### config.mk
export PLATFORM = sky130hd
export DESIGN_NAME = tlh_trigger_link
export DESIGN_NICKNAME = d
export VERILOG_FILES = /design/src/rtl/tlh_pkg.sv /design/src/rtl/tlh_pulse_gen.sv /design/src/rtl/tlh_trigger_link.sv
export SDC_FILE = /design/constraint.sdc
export NUM_CORES = 1
export LEC_CHECK = 0
export BUFFER_PORTS_ARGS = -buffer_cell sky130_fd_sc_hd__buf_4
export CAP_MARGIN = 20
export CORE_MARGIN = 10
export CORE_UTILIZATION = 43
export CTS_BUF_LIST = sky130_fd_sc_hd__clkbuf_4
export CTS_CLUSTER_SIZE = 20
export DETAILED_ROUTE_END_ITERATION = 12
export PLACE_DENSITY_LB_ADDON = 0.12
export SETUP_SLACK_MARGIN = 0.15
export SLEW_MARGIN = 20
export SYNTH_ARGS = -nofsm -noshare
export SYNTH_HDL_FRONTEND = slang
export SYNTH_SLANG_ARGS = --single-unit
### constraint.sdc
create_clock -name pclk -period 2.16 [get_ports pclk]
set_input_delay 0.432 -clock pclk [delete_from_list [all_inputs] [get_ports pclk]]
set_output_delay 0.432 -clock pclk [all_outputs]
set_load 0.03 [all_outputs]
### src/rtl/tlh_pkg.sv
// Shared constants and types for the trigger line handshake block
package tlh_pkg;

    // Trigger link geometry
    localparam int TLH_LINES = 6;
    localparam int TLH_LINE_W = 3;

    // Register byte offsets
    localparam logic [11:0] TLH_ADDR_CTRL = 12'h000;
    localparam logic [11:0] TLH_ADDR_LINES = 12'h004;
    localparam logic [11:0] TLH_ADDR_CFG = 12'h008;
    localparam logic [11:0] TLH_ADDR_COUNT = 12'h00C;
    localparam logic [11:0] TLH_ADDR_STATUS = 12'h010;

    // CTRL fields (write-only strobes)
    localparam int TLH_CTRL_START = 0;
    localparam int TLH_CTRL_ABORT = 1;

    // LINES fields
    localparam int TLH_LINES_IN_LSB = 0;
    localparam int TLH_LINES_OUT_LSB = 4;

    // CFG fields; event bit order is source, delay, measure
    localparam int TLH_CFG_TLINK = 0;
    localparam int TLH_CFG_BYPASS = 1;
    localparam int TLH_CFG_IN_EV_LSB = 2;
    localparam int TLH_CFG_OUT_EV_LSB = 5;

    // STATUS fields
    localparam int TLH_STAT_STATE_LSB = 0;
    localparam int TLH_STAT_BUSY = 3;
    localparam int TLH_STAT_DONE = 4;
    localparam int TLH_STAT_PEND = 5;
    localparam int TLH_STAT_REMAIN_LSB = 16;

    // Reset values
    localparam logic [2:0] TLH_RST_IN_LINE = 3'h1;
    localparam logic [2:0] TLH_RST_OUT_LINE = 3'h2;
    localparam logic [2:0] TLH_RST_IN_EV = 3'h1;
    localparam logic [2:0] TLH_RST_OUT_EV = 3'h0;
    localparam logic [15:0] TLH_RST_COUNT = 16'h0001;

    // Output pulse timing
    localparam int TLH_CLK_NS = 40;
    localparam int TLH_PULSE_NS = 10000;
    localparam int TLH_PULSE_CYC = (TLH_PULSE_NS + TLH_CLK_NS - 1) / TLH_CLK_NS;

    // Sequencer actions
    localparam logic [1:0] TLH_ACT_SRC = 2'h0;
    localparam logic [1:0] TLH_ACT_DLY = 2'h1;
    localparam logic [1:0] TLH_ACT_AFTER_MEASURE_OUT_EVENT = 2'h2;

    // Gray coded along idle, wait/do source, delay, measure
    typedef enum logic [2:0] {
        ST_IDLE = 3'h0,
        ST_WSRC = 3'h1,
        ST_DSRC = 3'h3,
        ST_WDLY = 3'h2,
        ST_DDLY = 3'h6,
        ST_WMEAS = 3'h7,
        ST_DMEAS = 3'h5
    } tlh_state_e;

    // Line number 1..6 to one-hot; any other value selects nothing
    function automatic logic [TLH_LINES-1:0] tlh_line_mask(
        input logic [TLH_LINE_W-1:0] line
    );
        tlh_line_mask = '0;
        for (int i = 0; i < TLH_LINES; i++)
        begin
            if (line == TLH_LINE_W'(i + 1))
                tlh_line_mask[i] = 1'b1;
        end
    endfunction

endpackage

### src/rtl/tlh_pulse_gen.sv
// Active-low output trigger pulse generator on a selectable line
`timescale 1ns/1ns
module tlh_pulse_gen
    import tlh_pkg::*;
#(
    parameter int PULSE_CYC = TLH_PULSE_CYC
)
(
    // Clock and reset
    input wire logic pclk,
    input wire logic presetn,
    // Request
    input wire logic fire,
    input wire logic [TLH_LINE_W-1:0] line,
    // Line drive
    output logic [TLH_LINES-1:0] line_oe,
    output logic busy
);
    localparam int CW = $clog2(PULSE_CYC + 1);

    typedef struct packed {
        logic [CW-1:0] cnt;
        logic [TLH_LINES-1:0] oe;
    } tlh_pulse_s;

    tlh_pulse_s r_ff;
    tlh_pulse_s nxt_r;

    // A new fire restarts the pulse rather than queueing a second one
    always_comb
    begin
        nxt_r = r_ff;
        if (fire)
        begin
            nxt_r.oe = tlh_line_mask(line);
            nxt_r.cnt = CW'(PULSE_CYC - 1);
        end
        else if (r_ff.cnt != '0)
            nxt_r.cnt = r_ff.cnt - CW'(1);
        else
            nxt_r.oe = '0;
    end

    always_ff @(posedge pclk or negedge presetn)
    begin
        if (!presetn)
            r_ff <= '0;
        else
            r_ff <= nxt_r;
    end

    assign line_oe = r_ff.oe;
    assign busy = |r_ff.oe;
endmodule // tlh_pulse_gen

### src/rtl/tlh_trigger_link.sv
// Trigger link sequencer with APB registers and open-drain lines
//
// How it works
// - Output line defaults to 2, input line to 1; both writable.
// - Falling edge on selected input satisfies trigger-link event detection.
// - Detector triggers on falling edge; partner must drive high-to-low.
// - With trigger link as source, output pulse follows each action whose output event is enabled.
// - With trigger link as source and the measure input event enabled, loop waits for input before measure.
// - After measuring, pulse the output, then wait for next input.
// - Only measure output event set: pulses follow measure actions only.
// - Wait-measure-pulse loop repeats for the programmed trigger count.
// - With trigger link as source, enabled detectors stall for input; others pass through.
// - All output events are disabled after reset.
`timescale 1ns/1ns
module tlh_trigger_link
    import tlh_pkg::*;
#(
    parameter int CNT_W = 16,
    parameter int PULSE_CYC = TLH_PULSE_CYC
)
(
    // APB slave
    input wire logic pclk,
    input wire logic presetn,
    input wire logic psel,
    input wire logic penable,
    input wire logic pwrite,
    input wire logic [11:0] paddr,
    input wire logic [31:0] pwdata,
    output logic pready,
    output logic [31:0] prdata,
    output logic pslverr,
    // Trigger link lines, open drain
    input wire logic [TLH_LINES-1:0] tl_in,
    output logic [TLH_LINES-1:0] tl_out,
    output logic [TLH_LINES-1:0] tl_oe,
    // Action handshake with the source/measure engine
    output logic act_go,
    output logic [1:0] act_sel,
    input wire logic act_done,
    // Status
    output logic busy
);
    typedef struct packed {
        tlh_state_e state;
        logic [TLH_LINE_W-1:0] in_line;
        logic [TLH_LINE_W-1:0] out_line;
        logic src_tlink;
        logic bypass_once;
        logic [2:0] in_ev;
        logic [2:0] out_ev;
        logic [CNT_W-1:0] count;
        logic [CNT_W-1:0] remain;
        logic first;
        logic pend;
        logic done;
        logic [TLH_LINES-1:0] lines_q;
        logic act_go;
        logic [1:0] act_sel;
        logic pulse_go;
        logic [31:0] prdata;
        logic lines_seen;
        logic cfg_seen;
    } tlh_core_s;

    tlh_core_s r_ff;
    tlh_core_s nxt_r;

    logic wr_en;
    logic hit;
    logic fall_sel;
    logic start_w;
    logic abort_w;
    logic pulse_busy;

    // Detector passes when trigger link is not the source, its event is
    // off, or an input edge is pending
    function automatic logic det_pass(
        input logic tlink,
        input logic en,
        input logic pend
    );
        det_pass = !tlink || !en || pend;
    endfunction

    assign hit = (paddr == TLH_ADDR_CTRL) || (paddr == TLH_ADDR_LINES)
        || (paddr == TLH_ADDR_CFG) || (paddr == TLH_ADDR_COUNT)
        || (paddr == TLH_ADDR_STATUS);
    assign wr_en = psel && penable && pwrite && hit;
    assign pready = 1'b1;
    assign pslverr = psel && penable && !hit;
    assign start_w = wr_en && (paddr == TLH_ADDR_CTRL)
        && pwdata[TLH_CTRL_START];
    assign abort_w = wr_en && (paddr == TLH_ADDR_CTRL)
        && pwdata[TLH_CTRL_ABORT];

    // Inputs are synchronous; previous sample of every line is kept so a
    // change of the selected line cannot fake an edge on the new one
    assign fall_sel = |(r_ff.lines_q & ~tl_in
        & tlh_line_mask(r_ff.in_line));

    always_comb
    begin
        logic consume;
        logic done_set;
        logic [31:0] rd;
        nxt_r = r_ff;
        consume = 1'b0;
        done_set = 1'b0;
        rd = '0;
        nxt_r.act_go = 1'b0;
        nxt_r.pulse_go = 1'b0;
        nxt_r.lines_q = tl_in;

        case (r_ff.state)
            ST_IDLE:
                nxt_r.state = ST_IDLE;
            ST_WSRC:
            begin
                if ((r_ff.bypass_once && r_ff.first)
                    || det_pass(r_ff.src_tlink, r_ff.in_ev[0], r_ff.pend))
                begin
                    consume = r_ff.src_tlink && r_ff.in_ev[0]
                        && !(r_ff.bypass_once && r_ff.first);
                    nxt_r.first = 1'b0;
                    nxt_r.state = ST_DSRC;
                    nxt_r.act_go = 1'b1;
                    nxt_r.act_sel = TLH_ACT_SRC;
                end
            end
            ST_DSRC:
            begin
                if (act_done)
                begin
                    nxt_r.pulse_go = r_ff.src_tlink && r_ff.out_ev[0];
                    nxt_r.state = ST_WDLY;
                end
            end
            ST_WDLY:
            begin
                if (det_pass(r_ff.src_tlink, r_ff.in_ev[1], r_ff.pend))
                begin
                    consume = r_ff.src_tlink && r_ff.in_ev[1];
                    nxt_r.state = ST_DDLY;
                    nxt_r.act_go = 1'b1;
                    nxt_r.act_sel = TLH_ACT_DLY;
                end
            end
            ST_DDLY:
            begin
                if (act_done)
                begin
                    nxt_r.pulse_go = r_ff.src_tlink && r_ff.out_ev[1];
                    nxt_r.state = ST_WMEAS;
                end
            end
            ST_WMEAS:
            begin
                if (det_pass(r_ff.src_tlink, r_ff.in_ev[2], r_ff.pend))
                begin
                    consume = r_ff.src_tlink && r_ff.in_ev[2];
                    nxt_r.state = ST_DMEAS;
                    nxt_r.act_go = 1'b1;
                    nxt_r.act_sel = TLH_ACT_AFTER_MEASURE_OUT_EVENT;
                end
            end
            ST_DMEAS:
            begin
                if (act_done)
                begin
                    nxt_r.pulse_go = r_ff.src_tlink && r_ff.out_ev[2];
                    if (r_ff.remain <= CNT_W'(1))
                    begin
                        nxt_r.remain = '0;
                        nxt_r.state = ST_IDLE;
                        done_set = 1'b1;
                    end
                    else
                    begin
                        nxt_r.remain = r_ff.remain - CNT_W'(1);
                        nxt_r.state = ST_WSRC;
                    end
                end
            end
            default:
                nxt_r.state = ST_IDLE;
        endcase

        // A pending edge is consumed by a waiting detector or cleared by a start
        // write; a new edge in the same cycle survives the clear
        nxt_r.pend = (r_ff.pend && !consume && !start_w) || fall_sel;

        // Register writes take effect in the access phase
        if (wr_en)
        begin
            case (paddr)
                TLH_ADDR_LINES:
                begin
                    nxt_r.in_line = pwdata[TLH_LINES_IN_LSB +: TLH_LINE_W];
                    nxt_r.out_line = pwdata[TLH_LINES_OUT_LSB +: TLH_LINE_W];
                    nxt_r.lines_seen = 1'b1;
                end
                TLH_ADDR_CFG:
                begin
                    nxt_r.src_tlink = pwdata[TLH_CFG_TLINK];
                    nxt_r.bypass_once = pwdata[TLH_CFG_BYPASS];
                    nxt_r.in_ev = pwdata[TLH_CFG_IN_EV_LSB +: 3];
                    nxt_r.out_ev = pwdata[TLH_CFG_OUT_EV_LSB +: 3];
                    nxt_r.cfg_seen = 1'b1;
                end
                TLH_ADDR_COUNT:
                    nxt_r.count = pwdata[CNT_W-1:0];
                default:
                    nxt_r.count = nxt_r.count;
            endcase
        end

        // Abort wins over start; a zero count runs once
        if (abort_w)
        begin
            nxt_r.state = ST_IDLE;
            nxt_r.act_go = 1'b0;
            nxt_r.pulse_go = 1'b0;
        end
        else if (start_w && r_ff.state == ST_IDLE)
        begin
            nxt_r.state = ST_WSRC;
            nxt_r.first = 1'b1;
            nxt_r.remain = (r_ff.count == '0) ? CNT_W'(1) : r_ff.count;
        end

        // Done is sticky, write one to clear, a new completion wins
        nxt_r.done = (r_ff.done && !(wr_en && paddr == TLH_ADDR_STATUS
            && pwdata[TLH_STAT_DONE])) || done_set;

        // Read data is captured in the setup phase and held for access
        case (paddr)
            TLH_ADDR_LINES:
            begin
                rd[TLH_LINES_IN_LSB +: TLH_LINE_W] = r_ff.in_line;
                rd[TLH_LINES_OUT_LSB +: TLH_LINE_W] = r_ff.out_line;
            end
            TLH_ADDR_CFG:
            begin
                rd[TLH_CFG_TLINK] = r_ff.src_tlink;
                rd[TLH_CFG_BYPASS] = r_ff.bypass_once;
                rd[TLH_CFG_IN_EV_LSB +: 3] = r_ff.in_ev;
                rd[TLH_CFG_OUT_EV_LSB +: 3] = r_ff.out_ev;
            end
            TLH_ADDR_COUNT:
                rd[CNT_W-1:0] = r_ff.count;
            TLH_ADDR_STATUS:
            begin
                rd[TLH_STAT_STATE_LSB +: 3] = r_ff.state;
                rd[TLH_STAT_BUSY] = (r_ff.state != ST_IDLE);
                rd[TLH_STAT_DONE] = r_ff.done;
                rd[TLH_STAT_PEND] = r_ff.pend;
                rd[TLH_STAT_REMAIN_LSB +: CNT_W] = r_ff.remain;
            end
            default:
                rd = '0;
        endcase
        if (psel && !penable)
            nxt_r.prdata = rd;
    end

    always_ff @(posedge pclk or negedge presetn)
    begin
        if (!presetn)
        begin
            r_ff <= '0;
            r_ff.state <= ST_IDLE;
            r_ff.in_line <= TLH_RST_IN_LINE;
            r_ff.out_line <= TLH_RST_OUT_LINE;
            r_ff.in_ev <= TLH_RST_IN_EV;
            r_ff.out_ev <= TLH_RST_OUT_EV;
            r_ff.count <= CNT_W'(TLH_RST_COUNT);
            r_ff.lines_q <= '1;
        end
        else
            r_ff <= nxt_r;
    end

    // Lines are only ever pulled low, never driven high
    tlh_pulse_gen #(
        .PULSE_CYC(PULSE_CYC)
    ) u_pulse (
        .pclk(pclk),
        .presetn(presetn),
        .fire(r_ff.pulse_go),
        .line(r_ff.out_line),
        .line_oe(tl_oe),
        .busy(pulse_busy)
    );

    assign tl_out = '0;
    assign prdata = r_ff.prdata;
    assign act_go = r_ff.act_go;
    assign act_sel = r_ff.act_sel;
    assign busy = (r_ff.state != ST_IDLE) || pulse_busy;
endmodule // tlh_trigger_link

## Word-level counts from Yosys, hierarchy flattened

Index checks and enable logic that the tools add are counted.

- Register bits: 108
- Bits of input ports: 56
- Output and inout bits: 50
- Logic and storage cells: 174

- Add/sub/neg operators: 2
- $lt $le $gt $ge: 1
- Equal/unequal tests: 32
- Multiplexer cells: 57
- Bitwise operators: 3
- Reduce and logical (&&, ||, !) cells: 60

Operator list:

| kind | number |
|---|---|
| $mux W16 | 5 |
| $mux W17 | 2 |
| $mux W3 | 11 |
| $eq A3 B3 Y1 const B | 9 |
| $mux W1 | 26 |
| $eq A12 B4 Y1 const B | 2 |
| $ne A4 B4 Y1 const B | 6 |
| $logic_and A1 B1 Y1 | 22 |
| $eq A3 B2 Y1 const B | 6 |
| $pmux W3 S6 | 1 |
| $le A16 B1 Y1 const B | 1 |
| $logic_not A16 Y1 | 1 |
| $mux W8 | 2 |
| $sub A16 B1 Y16 const B | 1 |
| $logic_or A1 B1 Y1 | 14 |
| $mux W14 | 1 |
| $and A6 B6 Y6 | 2 |
| $eq A12 B3 Y1 const B | 1 |
| $eq A12 B5 Y1 const B | 1 |
| $logic_not A12 Y1 | 1 |
| $pmux W1 S3 | 4 |
| $pmux W3 S4 | 1 |
| $reduce_or A6 Y1 | 2 |
| $logic_not A1 Y1 | 10 |
| other kinds (15) | 23 |

## Logic depth before layout (Yosys ltp)

Gate-level depths: netlist of the first run.

- Depth in word-level cells: 11
- Depth in mapped cells: 7
- Gate-level depth less buffers: 7

## By module

A second synthesis of the first run with hierarchy kept.

- Cells, all modules: 498
- Area total of the unflattened synthesis: 5546.6 sq um

By module, submodules not included:

| module | instances | cells each | area each (sq um) | seq. area each (sq um) |
|---|---|---|---|---|
| tlh_trigger_link | 1 | 419 | 4789.6 | 2364.8 |
| tlh_pulse_gen | 1 | 79 | 757.0 | 350.3 |

## Worst setup path after synthesis of the first run

OpenSTA, ideal clock, no wires.

- Path type: input to register
- Start point: in paddr[9]
- End point: reg r_ff[79] in the netlist's numbering
- Setup time: 0.125 ns
- Arrival time: 2.126 ns
- Required time: 2.035 ns
- Path slack: -0.091 ns
- Cell stages on the path: 5
- Cells stage by stage: nor4_1 > nand2_1 > or3_1 > nor3b_4 > mux2_2

- Word-level cells in the longest chain between the ends: 7

Ends and longest elaborated chain:

| what | line | text |
|---|---|---|
| start: declaration | tlh_trigger_link.sv:28 | `input wire logic [11:0] paddr,` |
| $eq A12 B3 Y1 or $logic_not A12 Y1 (tied branches) | n/a |  |
| $logic_or A1 B1 Y1 | tlh_trigger_link.sv:86 | `assign hit = (paddr == TLH_ADDR_CTRL) \|\| (paddr == TLH_ADDR_LINES)` |
| $logic_or A1 B1 Y1 (2 in series) | tlh_trigger_link.sv:87 | `\|\| (paddr == TLH_ADDR_CFG) \|\| (paddr == TLH_ADDR_COUNT)` |
| $logic_or A1 B1 Y1 | tlh_trigger_link.sv:88 | `\|\| (paddr == TLH_ADDR_STATUS);` |
| $logic_and A1 B1 Y1 | tlh_trigger_link.sv:89 | `assign wr_en = psel && penable && pwrite && hit;` |
| $reduce_and A2 Y1 (no line) (*) | n/a |  |
| end signal: assignment | tlh_trigger_link.sv:281 | `r_ff <= nxt_r;` |
| end: declaration | tlh_trigger_link.sv:66 | `tlh_core_s r_ff;` |

Mark *: on every way between the ends. The rest lies on a longest branch, timed or not.
A chain may end at the register's enable or synchronous reset.

==> results.json, run 1 <==
{
  "outcome": "finished with violations",
  "violations": "setup timing",
  "final.setup.tns_ps": -879,
  "cp_data_required_time_ps": 2550,
  "synth.area.top_cells": "dfrtp_1 (45%), mux2_2 (8.2%), buf_4 (6.4%)",
  "maxSlewViolCount": 0,
  "hpwlAfterDp_mm": 10.4,
  "cp.arrival_ps": 2640,
  "final_area_mm2": 0.00671,
  "timing.final.ws_setup_ps": -89.7,
  "wl_per_cell_um": 17.9,
  "period_minus_slack_ps": 2250,
  "dr.pass1.iters": 4,
  "max-vdd-ir-drop_uv": 409,
  "root_buffer": "clkbuf_4",
  "post_drt_via_cell_ratio": 5.26,
  "yosysSeqAreaShare": 0.494,
  "async_flop_share": 1.00,
  "min_period_over_period": 1.04,
  "finalHoldWorstSlack_ps": 58.2,
  "ys_seq_elements": 108,
  "synth_cell_type_count": 59,
  "postRouteWirelength_mm": 13.8,
  "cellPowerDensity_mw_per_mm2": 800,
  "yosys.area.top_type": "dfrtp_1",
  "fin_cells": 774,
  "synth_area_mm2": 0.00550,
  "dieWidth_um": 133,
  "area_delta_synth_final_pct": 22.0,
  "synth-edff-count": 0,
  "grt_pass1_vias": 4147,
  "crit_start": "r_ff[59]",
  "place_congestion": 0.880,
  "hold_violations": 0,
  "diodes": 0,
  "synth_flop_cell": "dfrtp_1",
  "internal_power_w": 0.00352,
  "clock_latency_ps": 500,
  "endpoint_kind": "flop",
  "r2r-start": "r_ff[59]",
  "rsz0062_at_grt": "true",
  "synth_most_common_cell": "dfrtp_1",
  "vias": 4072,
  "placed_area_mm2": 0.00635,
  "antenna_left": 0,
  "core_area_mm2": 0.0126,
  "clkTransAtPathRegs_ps": 160,
  "drc_errors": 0,
  "combPwrFrac": 0.345,
  "cts.sinks": 108,
  "clock.fmax_mhz": 445,
  "maxCapViolations": 0,
  "cts_tree": "built",
  "synth.top_cell.area_share": 0.446,
  "dp.cells": 744,
  "seq_power_share": 0.458,
  "pwr-share-clk": 0.197,
  "grt_pass1_wl_mm": 22.6,
  "initial_core_util": 0.437,
  "antenna_found_initial": 0,
  "cp-start-kind": "flop",
  "clk_path_buf_depth": 2,
  "hold_path.startpoint": "tl_in[3]",
  "setup_violations": 14,
  "htreeDepth": 3,
  "place_ws_ps": -123,
  "dieArea_mm2": 0.0177,
  "synth_area_per_cell_um2": 10.9,
  "power.leakage_nw": 3.21,
  "switching_share": 0.343,
  "critPathMaxFanout": 5,
  "grt_overflow": 0,
  "numCtsBuffers": 9,
  "worst_clock_skew_ps": 33.1,
  "portBuffers": 82,
  "grt_usage": 0.160,
  "yosysWarnings": 0,
  "crit_type": "reg2reg",
  "die_h_um": 133,
  "rows": 41,
  "layout.nets": 657,
  "drive_above_1_share": 0.400,
  "rr_worst_depth": 6,
  "hold_class": "in2reg",
  "synthCells": 503,
  "p_sw_w": 0.00184,
  "io-pin-count": 106,
  "whs_path_depth": 1,
  "drt_iter0_drc": 207,
  "grt_max_degree": 43,
  "synth.top_cells.by_count": "dfrtp_1 (98), buf_4 (47), nand2_1 (43), mux2_2 (40), a22o_1 (25)"
}
## placed cells by master, fill, tap and decap left out, types with 7 or more instances in the layout
cell,Yosys,routed
mux2_2,40,33
nand2_1,43,42
conb_1,2,7
a21oi_1,11,10
dfrtp_1,98,97
xnor2_1,10,10
xor2_1,8,8
o21ai_2,10,9
buf_4,47,133
nor2_1,24,24
nor4_1,12,9
clkbuf_4,0,12
nor3_1,13,12
inv_1,8,8
mux2_4,0,7
o21ai_0,11,10
nand3_1,9,8
nand2b_1,14,14
a22o_1,25,25
dfstp_2,10,10
## per-layer routing
layer,vias up,share of wire,global-route usage
met5,-,0,0
met4,0,0.010,0.0403
met3,11,0.061,0.0477
met2,104,0.44,0.234
met1,1992,0.49,0.225
li1,1965,-,-
## cells by family after synthesis
logic type,share of synthesized area
simple gates,0.153
flops,0.494
compound gates,0.143
buf+inv,0.0876
mux,0.0838
xor+xnor,0.0287
fa+ha+maj,0.00911
other cells,0.00137
## metrics by stage
stage | total power, W | util
global route | 0.00572 | 0.534
global placement | 0.00411 | 0.505
floorplan | 0.00353 | -
CTS | 0.00536 | 0.524
finish | 0.00537 | 0.534
detailed placement | 0.00416 | 0.505
## final timing paths
check	to	slack (ps)
setup / recovery	r_ff[53]	-90
hold / removal	r_ff[41]	60
setup reg to reg	r_ff[53]	-90
hold reg to reg	prdata[7]	490
max in group asynchronous	r_ff[82]	1080
min in group asynchronous	prdata[2]	420
## critical path: stages, from the launching register on
cell and delay, ps:
dfrtp_1 410, or4_4 530, or3_4 350, or4_4 500, o21ai_4 120, buf_6 160, o21ai_4 60
## state kept, by name, summed over array words and instances (netlist names)
name / count
r_ff: 59
prdata: 32
u_pulse.r_ff: 8
u_pulse.line_oe: 6
act_sel: 2
act_go: 1
## layout make-up
cell class,count,area (um^2)
Sequential cell,108,2720
Tap cell,172,215
Clock inverter,4,48.8
Clock buffer,12,90.1
Multi-Input combinational cell,324,2450
Fill cell,1157,5860
Timing Repair Buffer,146,1150
Inverter,8,30.0
## power by group through the flow
stage	clock [W]	sequential, W	combinational (W)
floorplan	0	0.00250	0.00103
global placement	0	0.00249	0.00162
detailed placement	0	0.00250	0.00166
CTS	0.00110	0.00246	0.00180
global route	0.00118	0.00250	0.00204
finish	0.00106	0.00246	0.00185
## repair_timing
item / CTS / global route
pin swaps: 9 / 6
setup buffers: 5 / 3
hold buffers: 1 / 5
hold endpoints to repair: 32 / 5
resized for setup: 13 / 8
setup endpoints to repair: 20 / 23
No activity file was read; power rests on OpenSTA's default activity.
==> run 2, diff against run 1 <==
--- a/config.mk
+++ b/config.mk
@@ -10,7 +10,7 @@
 export CORE_MARGIN = 10
 export CORE_UTILIZATION = 43
 export CTS_BUF_LIST = sky130_fd_sc_hd__clkbuf_4
-export CTS_CLUSTER_SIZE = 20
+export CTS_CLUSTER_SIZE = 40
 export DETAILED_ROUTE_END_ITERATION = 12
 export PLACE_DENSITY_LB_ADDON = 0.12
 export SETUP_SLACK_MARGIN = 0.15
@@ -18,3 +18,4 @@
 export SYNTH_ARGS = -nofsm -noshare
 export SYNTH_HDL_FRONTEND = slang
 export SYNTH_SLANG_ARGS = --single-unit
+export TNS_END_PERCENT = 5
==> run 2 against run 1 <==
The run still ends with setup timing left. Sequential power barely moved. Hold slack worse by 1.2 ps. Die area stayed put. Critical path type unchanged. Via count is 0.25% lower. Cell count decreased by 1.7%. Non-clock buffer count shrank 13. Flip-flop and latch count is the same. Register-to-register slack is essentially flat. Power decreased by 0.36%. Fmax shrank 0.61%. Critical endpoint is now r_ff[56]. Cell area fell by 1.5%. Combinational power is 6% lower.
==> results.json, run 2 (synthesis results as in run 1) <==
{
  "setup_violations": 16,
  "core_area_mm2": 0.0126,
  "fin_cells": 761,
  "io-pin-count": 106,
  "root_buffer": "clkbuf_4",
  "power_w": 0.00535,
  "layout_commonest_cell": "buf_4",
  "power.leakage_nw": 3.15,
  "wl_per_cell_um": 18.0,
  "min_period_over_period": 1.05,
  "regMostFlops": "r_ff",
  "clk_path_buf_depth": 2,
  "post_drt_via_cell_ratio": 5.34,
  "clock.fmax_mhz": 442,
  "portBuffers": 82,
  "vias": 4062,
  "finalHoldWorstSlack_ps": 57.0,
  "postRouteWirelength_mm": 13.7,
  "crit_type": "reg2reg",
  "outcome": "finished with violations",
  "placed_area_mm2": 0.00633,
  "grt_usage": 0.157,
  "antenna_found_initial": 0,
  "drt_iter0_drc": 295,
  "max_slew_margin": 0.642,
  "grt_overflow": 0,
  "antenna_left": 0,
  "max-vdd-ir-drop_uv": 386,
  "hold_violations": 0,
  "fillers": 1169,
  "largest_reg_flops": 59,
  "layout.nets": 644,
  "drive_above_1_share": 0.392,
  "clkTransAtPathRegs_ps": 160,
  "diodes": 0,
  "tightest_slew_ps": 537,
  "cts.sinks": 108,
  "dieArea_mm2": 0.0177,
  "timing.final.ws_setup_ps": -104,
  "rows": 41,
  "drc_errors": 0,
  "cellPowerDensity_mw_per_mm2": 810,
  "dr.pass1.iters": 4,
  "final_cell_mix": "buf_4 (123), dfrtp_1 (96), nand2_1 (42)",
  "grt_pass1_wl_mm": 22.4,
  "maxSlewViolCount": 0,
  "cp-start-kind": "flop",
  "die_h_um": 133,
  "maxCapViolations": 0,
  "clock_latency_ps": 480,
  "cts_tree": "built",
  "dieWidth_um": 133,
  "hold_class": "in2reg",
  "cp_data_required_time_ps": 2550,
  "dp.cells": 742,
  "numCtsBuffers": 9,
  "htreeDepth": 3,
  "critPathMaxFanout": 6,
  "cp.arrival_ps": 2650,
  "worst_clock_skew_ps": 19.3,
  "grt_max_degree": 43,
  "area_delta_synth_final_pct": 20.1,
  "final_area_mm2": 0.00660,
  "violations": "setup timing",
  "period_minus_slack_ps": 2260,
  "fin_util": 0.525,
  "place_congestion": 0.858,
  "hpwlAfterDp_mm": 10.5,
  "initial_core_util": 0.437,
  "rsz0062_at_grt": "true",
  "grt_pass1_vias": 4150,
  "endpoint_kind": "flop"
}
run 2: cell count changes in the layout (fill, tap and decap cells not counted), moves of 2 or more:
cell	before	now
o21ai_0	10	7
buf_4	133	123
clkbuf_4	12	9
mux2_2	33	39
buf_12	2	4
mux2_4	7	1
dlygate4sd3_1	6	1
clkinv_4	0	2
o21ai_1	1	4
run 2: critical path, cell delays in order, from the launching register on:
cell and delay (ps):
dfrtp_1 420, or4_4 540, or3_4 360, or4_4 510, o21ai_4 110, clkbuf_16 190, o21ai_2 50
run 2: path summary, 6_finish.rpt:
kind | from | endpoint | slack (ps) | cells past startpoint
hold reg to reg | act_sel[1] | act_sel[1] | 500 | 1
setup / recovery | r_ff[56] | r_ff[56] | -100 | 6
min in group asynchronous | presetn | r_ff[52] | 470 | 2
max in group asynchronous | presetn | r_ff[41] | 1000 | 3
setup reg to reg | r_ff[56] | r_ff[56] | -100 | 6
hold / removal | tl_in[4] | r_ff[42] | 60 | 1
run 2: area by class of cell:
class	instances	area [um^2]	share of cell area
Clock buffer	9	67.6	0.0102
Tap cell	172	215	0.0326
Multi-Input combinational cell	324	2400	0.363
Inverter	8	30.0	0.00455
Sequential cell	108	2720	0.412
Clock inverter	7	91.3	0.0138
Timing Repair Buffer	133	1080	0.164
run 2: where the power goes:
| group | internal (W) | switching (W) |
|---|---|---|
| combinational | 0.000813 | 0.000915 |
| sequential | 0.00227 | 0.000215 |
| clock | 0.000466 | 0.000671 |
run 2: stage by stage:
step / setup TNS (ps) / worst slack (ps)
after CTS: -1390 / -119
after floorplan: -372 / -38.0
after global placement: -1420 / -73.6
after global routing: -1880 / -134
after detailed placement: -2230 / -126
final: -1350 / -104
run 2: routing by layer:
metal | global-route usage | vias to the layer above | routed length (um)
li1 | - | 1926 | -
met1 | 0.218 | 2038 | 6760
met2 | 0.236 | 83 | 6200
met3 | 0.0314 | 15 | 538
met4 | 0.0556 | 0 | 190
met5 | 0 | - | 0
run 2: timing repair:
action / 4_1_cts / 5_1_grt
gates resized for setup: 10 / 10
buffers inserted: 0 / 1
endpoints found under the setup margin: 20 / 21
pin swaps: 10 / 5
endpoints found under the hold margin: 33 / 0
cloned: 0 / 1
hold buffers: 1 / 0
==> run 3, diff against run 2 <==
==> constraint.sdc (replaced) <==
create_clock -name pclk -period 2.16 [get_ports pclk]
set_input_delay 0.432 -clock pclk [delete_from_list [all_inputs] [get_ports pclk]]
set_output_delay 0.432 -clock pclk [all_outputs]
set_load 0.05 [all_outputs]
==> run 3 against run 2 <==
The flow still finishes with violations (setup timing). Critical endpoint unchanged. Global-route usage about the same. Routed wire length about the same. Critical path depth unchanged. Core utilization up 0.16 points. Clock-buffer cell count unchanged. Critical path type unchanged. Largest power group unchanged. Sequential power about the same. Register-to-register slack about the same. Cell count unchanged. Fmax about the same. First-iteration DRC count up 3.4%. Highest routed layer unchanged.
==> results.json, run 3 (synthesis results as in run 1) <==
{
  "wl_met3_um": 590,
  "clock_latency_ps": 480,
  "rsz0062_at_grt": "true",
  "violations": "setup timing",
  "final_cell_mix": "buf_4 (123), dfrtp_1 (96), nand2_1 (42)",
  "switching_share": 0.345,
  "route.met2.wl_mm": 6.18,
  "hpwlAfterDp_mm": 10.5,
  "highest_layer": "met4",
  "critPathMaxFanout": 6,
  "tightest_slew_ps": 535,
  "regMostFlops": "r_ff",
  "power_w": 0.00543,
  "hold_violations": 0,
  "pwr-share-clk": 0.209,
  "cts.sinks": 108,
  "clk_path_buf_depth": 2,
  "clock.fmax_mhz": 442,
  "drt_iter0_drc": 305,
  "combPwrFrac": 0.334,
  "max_slew_margin": 0.643,
  "grt_pass1_wl_mm": 22.5,
  "grt_max_degree": 43,
  "cp_data_required_time_ps": 2550,
  "antenna_found_initial": 0,
  "endpoint_kind": "flop",
  "largest_reg_flops": 59,
  "grt_pass1_vias": 4156,
  "path_cells": "or4_4 > or3_4 > or4_4 > o21ai_4 > clkbuf_16 > o21ai_2",
  "maxSlewViolCount": 0,
  "root_buffer": "clkbuf_4",
  "hold_class": "in2reg",
  "outcome": "finished with violations",
  "min_period_over_period": 1.05,
  "initial_core_util": 0.437,
  "layout_commonest_cell": "buf_4",
  "grt_overflow": 0,
  "max-vdd-ir-drop_uv": 386,
  "cp-start-kind": "flop",
  "dieWidth_um": 133,
  "postRouteWirelength_mm": 13.7,
  "period_minus_slack_ps": 2260,
  "layout.nets": 644,
  "dp.cells": 742,
  "dieArea_mm2": 0.0177,
  "internal_power_w": 0.00356,
  "core_area_mm2": 0.0126,
  "maxCapViolations": 0,
  "crit_path_frequent_cell": "or4_4",
  "die_h_um": 133,
  "finalHoldWorstSlack_ps": 58.2,
  "grt_usage": 0.157,
  "antenna_left": 0,
  "dr.pass1.iters": 4,
  "cp_slowest_stage_delay_ps": 540,
  "drive_above_1_share": 0.392,
  "diodes": 0,
  "wl_per_cell_um": 18.0,
  "cellPowerDensity_mw_per_mm2": 820,
  "power.leakage_nw": 3.16,
  "timing.final.ws_setup_ps": -102,
  "numCtsBuffers": 9,
  "setup_violations": 16,
  "htreeDepth": 3,
  "p_sw_w": 0.00187,
  "fin_cells": 761,
  "crit_type": "reg2reg",
  "cts_tree": "built",
  "vias": 4069,
  "seq_power_share": 0.457,
  "clkTransAtPathRegs_ps": 160,
  "portBuffers": 82,
  "io-pin-count": 106,
  "worst_clock_skew_ps": 18.7,
  "fin_util": 0.527,
  "drc_errors": 0,
  "drt-met1-wl_mm": 6.74,
  "crit_slowest_cell": "or4_4",
  "rows": 41,
  "area_delta_synth_final_pct": 20.5,
  "place_congestion": 0.858,
  "post_drt_via_cell_ratio": 5.35,
  "cp.arrival_ps": 2650
}
[run 3: cell counts in the layout (fill, tap and decap cells not counted)]
Identical to the previous run, type by type.
[run 3: per-stage QoR]
step	setup slack (ps)	TNS [ps]	cell area, um^2
CTS	-119	-1390	6550
global route	-134	-1880	6620
detailed placement	-126	-2230	6330
global placement	-73.6	-1420	6330
floorplan	-38.0	-372	5540
finish	-102	-1330	6620
[run 3: per-layer routing]
metal	global-route usage	vias up
met5	0	-
met4	0.0556	0
met3	0.0314	15
met2	0.235	101
met1	0.219	2031
li1	-	1922
[run 3: power groups by stage]
| stage | Sequential, W | Combinational (W) | Clock (W) |
|---|---|---|---|
| floorplan | 0.00251 | 0.00108 | 0 |
| finish | 0.00248 | 0.00181 | 0.00114 |
| global placement | 0.00249 | 0.00167 | 0 |
| global route | 0.00252 | 0.00201 | 0.00126 |
| detailed placement | 0.00250 | 0.00171 | 0 |
| CTS | 0.00248 | 0.00179 | 0.00118 |
[run 3: cell type report]
type	instances	area, um^2
inverter	8	30.0
multi-input combinational	324	2410
fill	1165	5950
timing repair buffer	133	1090
sequential	108	2720
tap	172	215
clock buffer	9	67.6
clock inverter	7	91.3
[run 3: worst paths after layout]
kind	from	endpoint	cells past startpoint	slack (ps)
hold reg to reg	r_ff[46]	r_ff[46]	1	500
min in group asynchronous	presetn	r_ff[52]	2	470
setup reg to reg	r_ff[56]	r_ff[56]	6	-100
hold / removal	tl_in[4]	r_ff[42]	1	60
max in group asynchronous	presetn	r_ff[41]	3	1000
setup / recovery	r_ff[56]	r_ff[56]	6	-100
[run 3: critical path: cells and delay by family, from the launching register on]
family                 cells  cell delay, ps
buffers and inverters      1             190
flip-flops                 1             410
AND/OR/NAND/NOR            3            1410
AO/OA/AOI/OAI              2             160
[run 3: what timing repair did]
item / 4_1_cts / 5_1_grt
gates cloned: 0 / 1
setup endpoints to repair: 20 / 21
hold buffers: 1 / 0
resized for setup: 13 / 10
setup buffers: 0 / 1
pin swaps: 12 / 4
endpoints found under the hold margin: 33 / 0
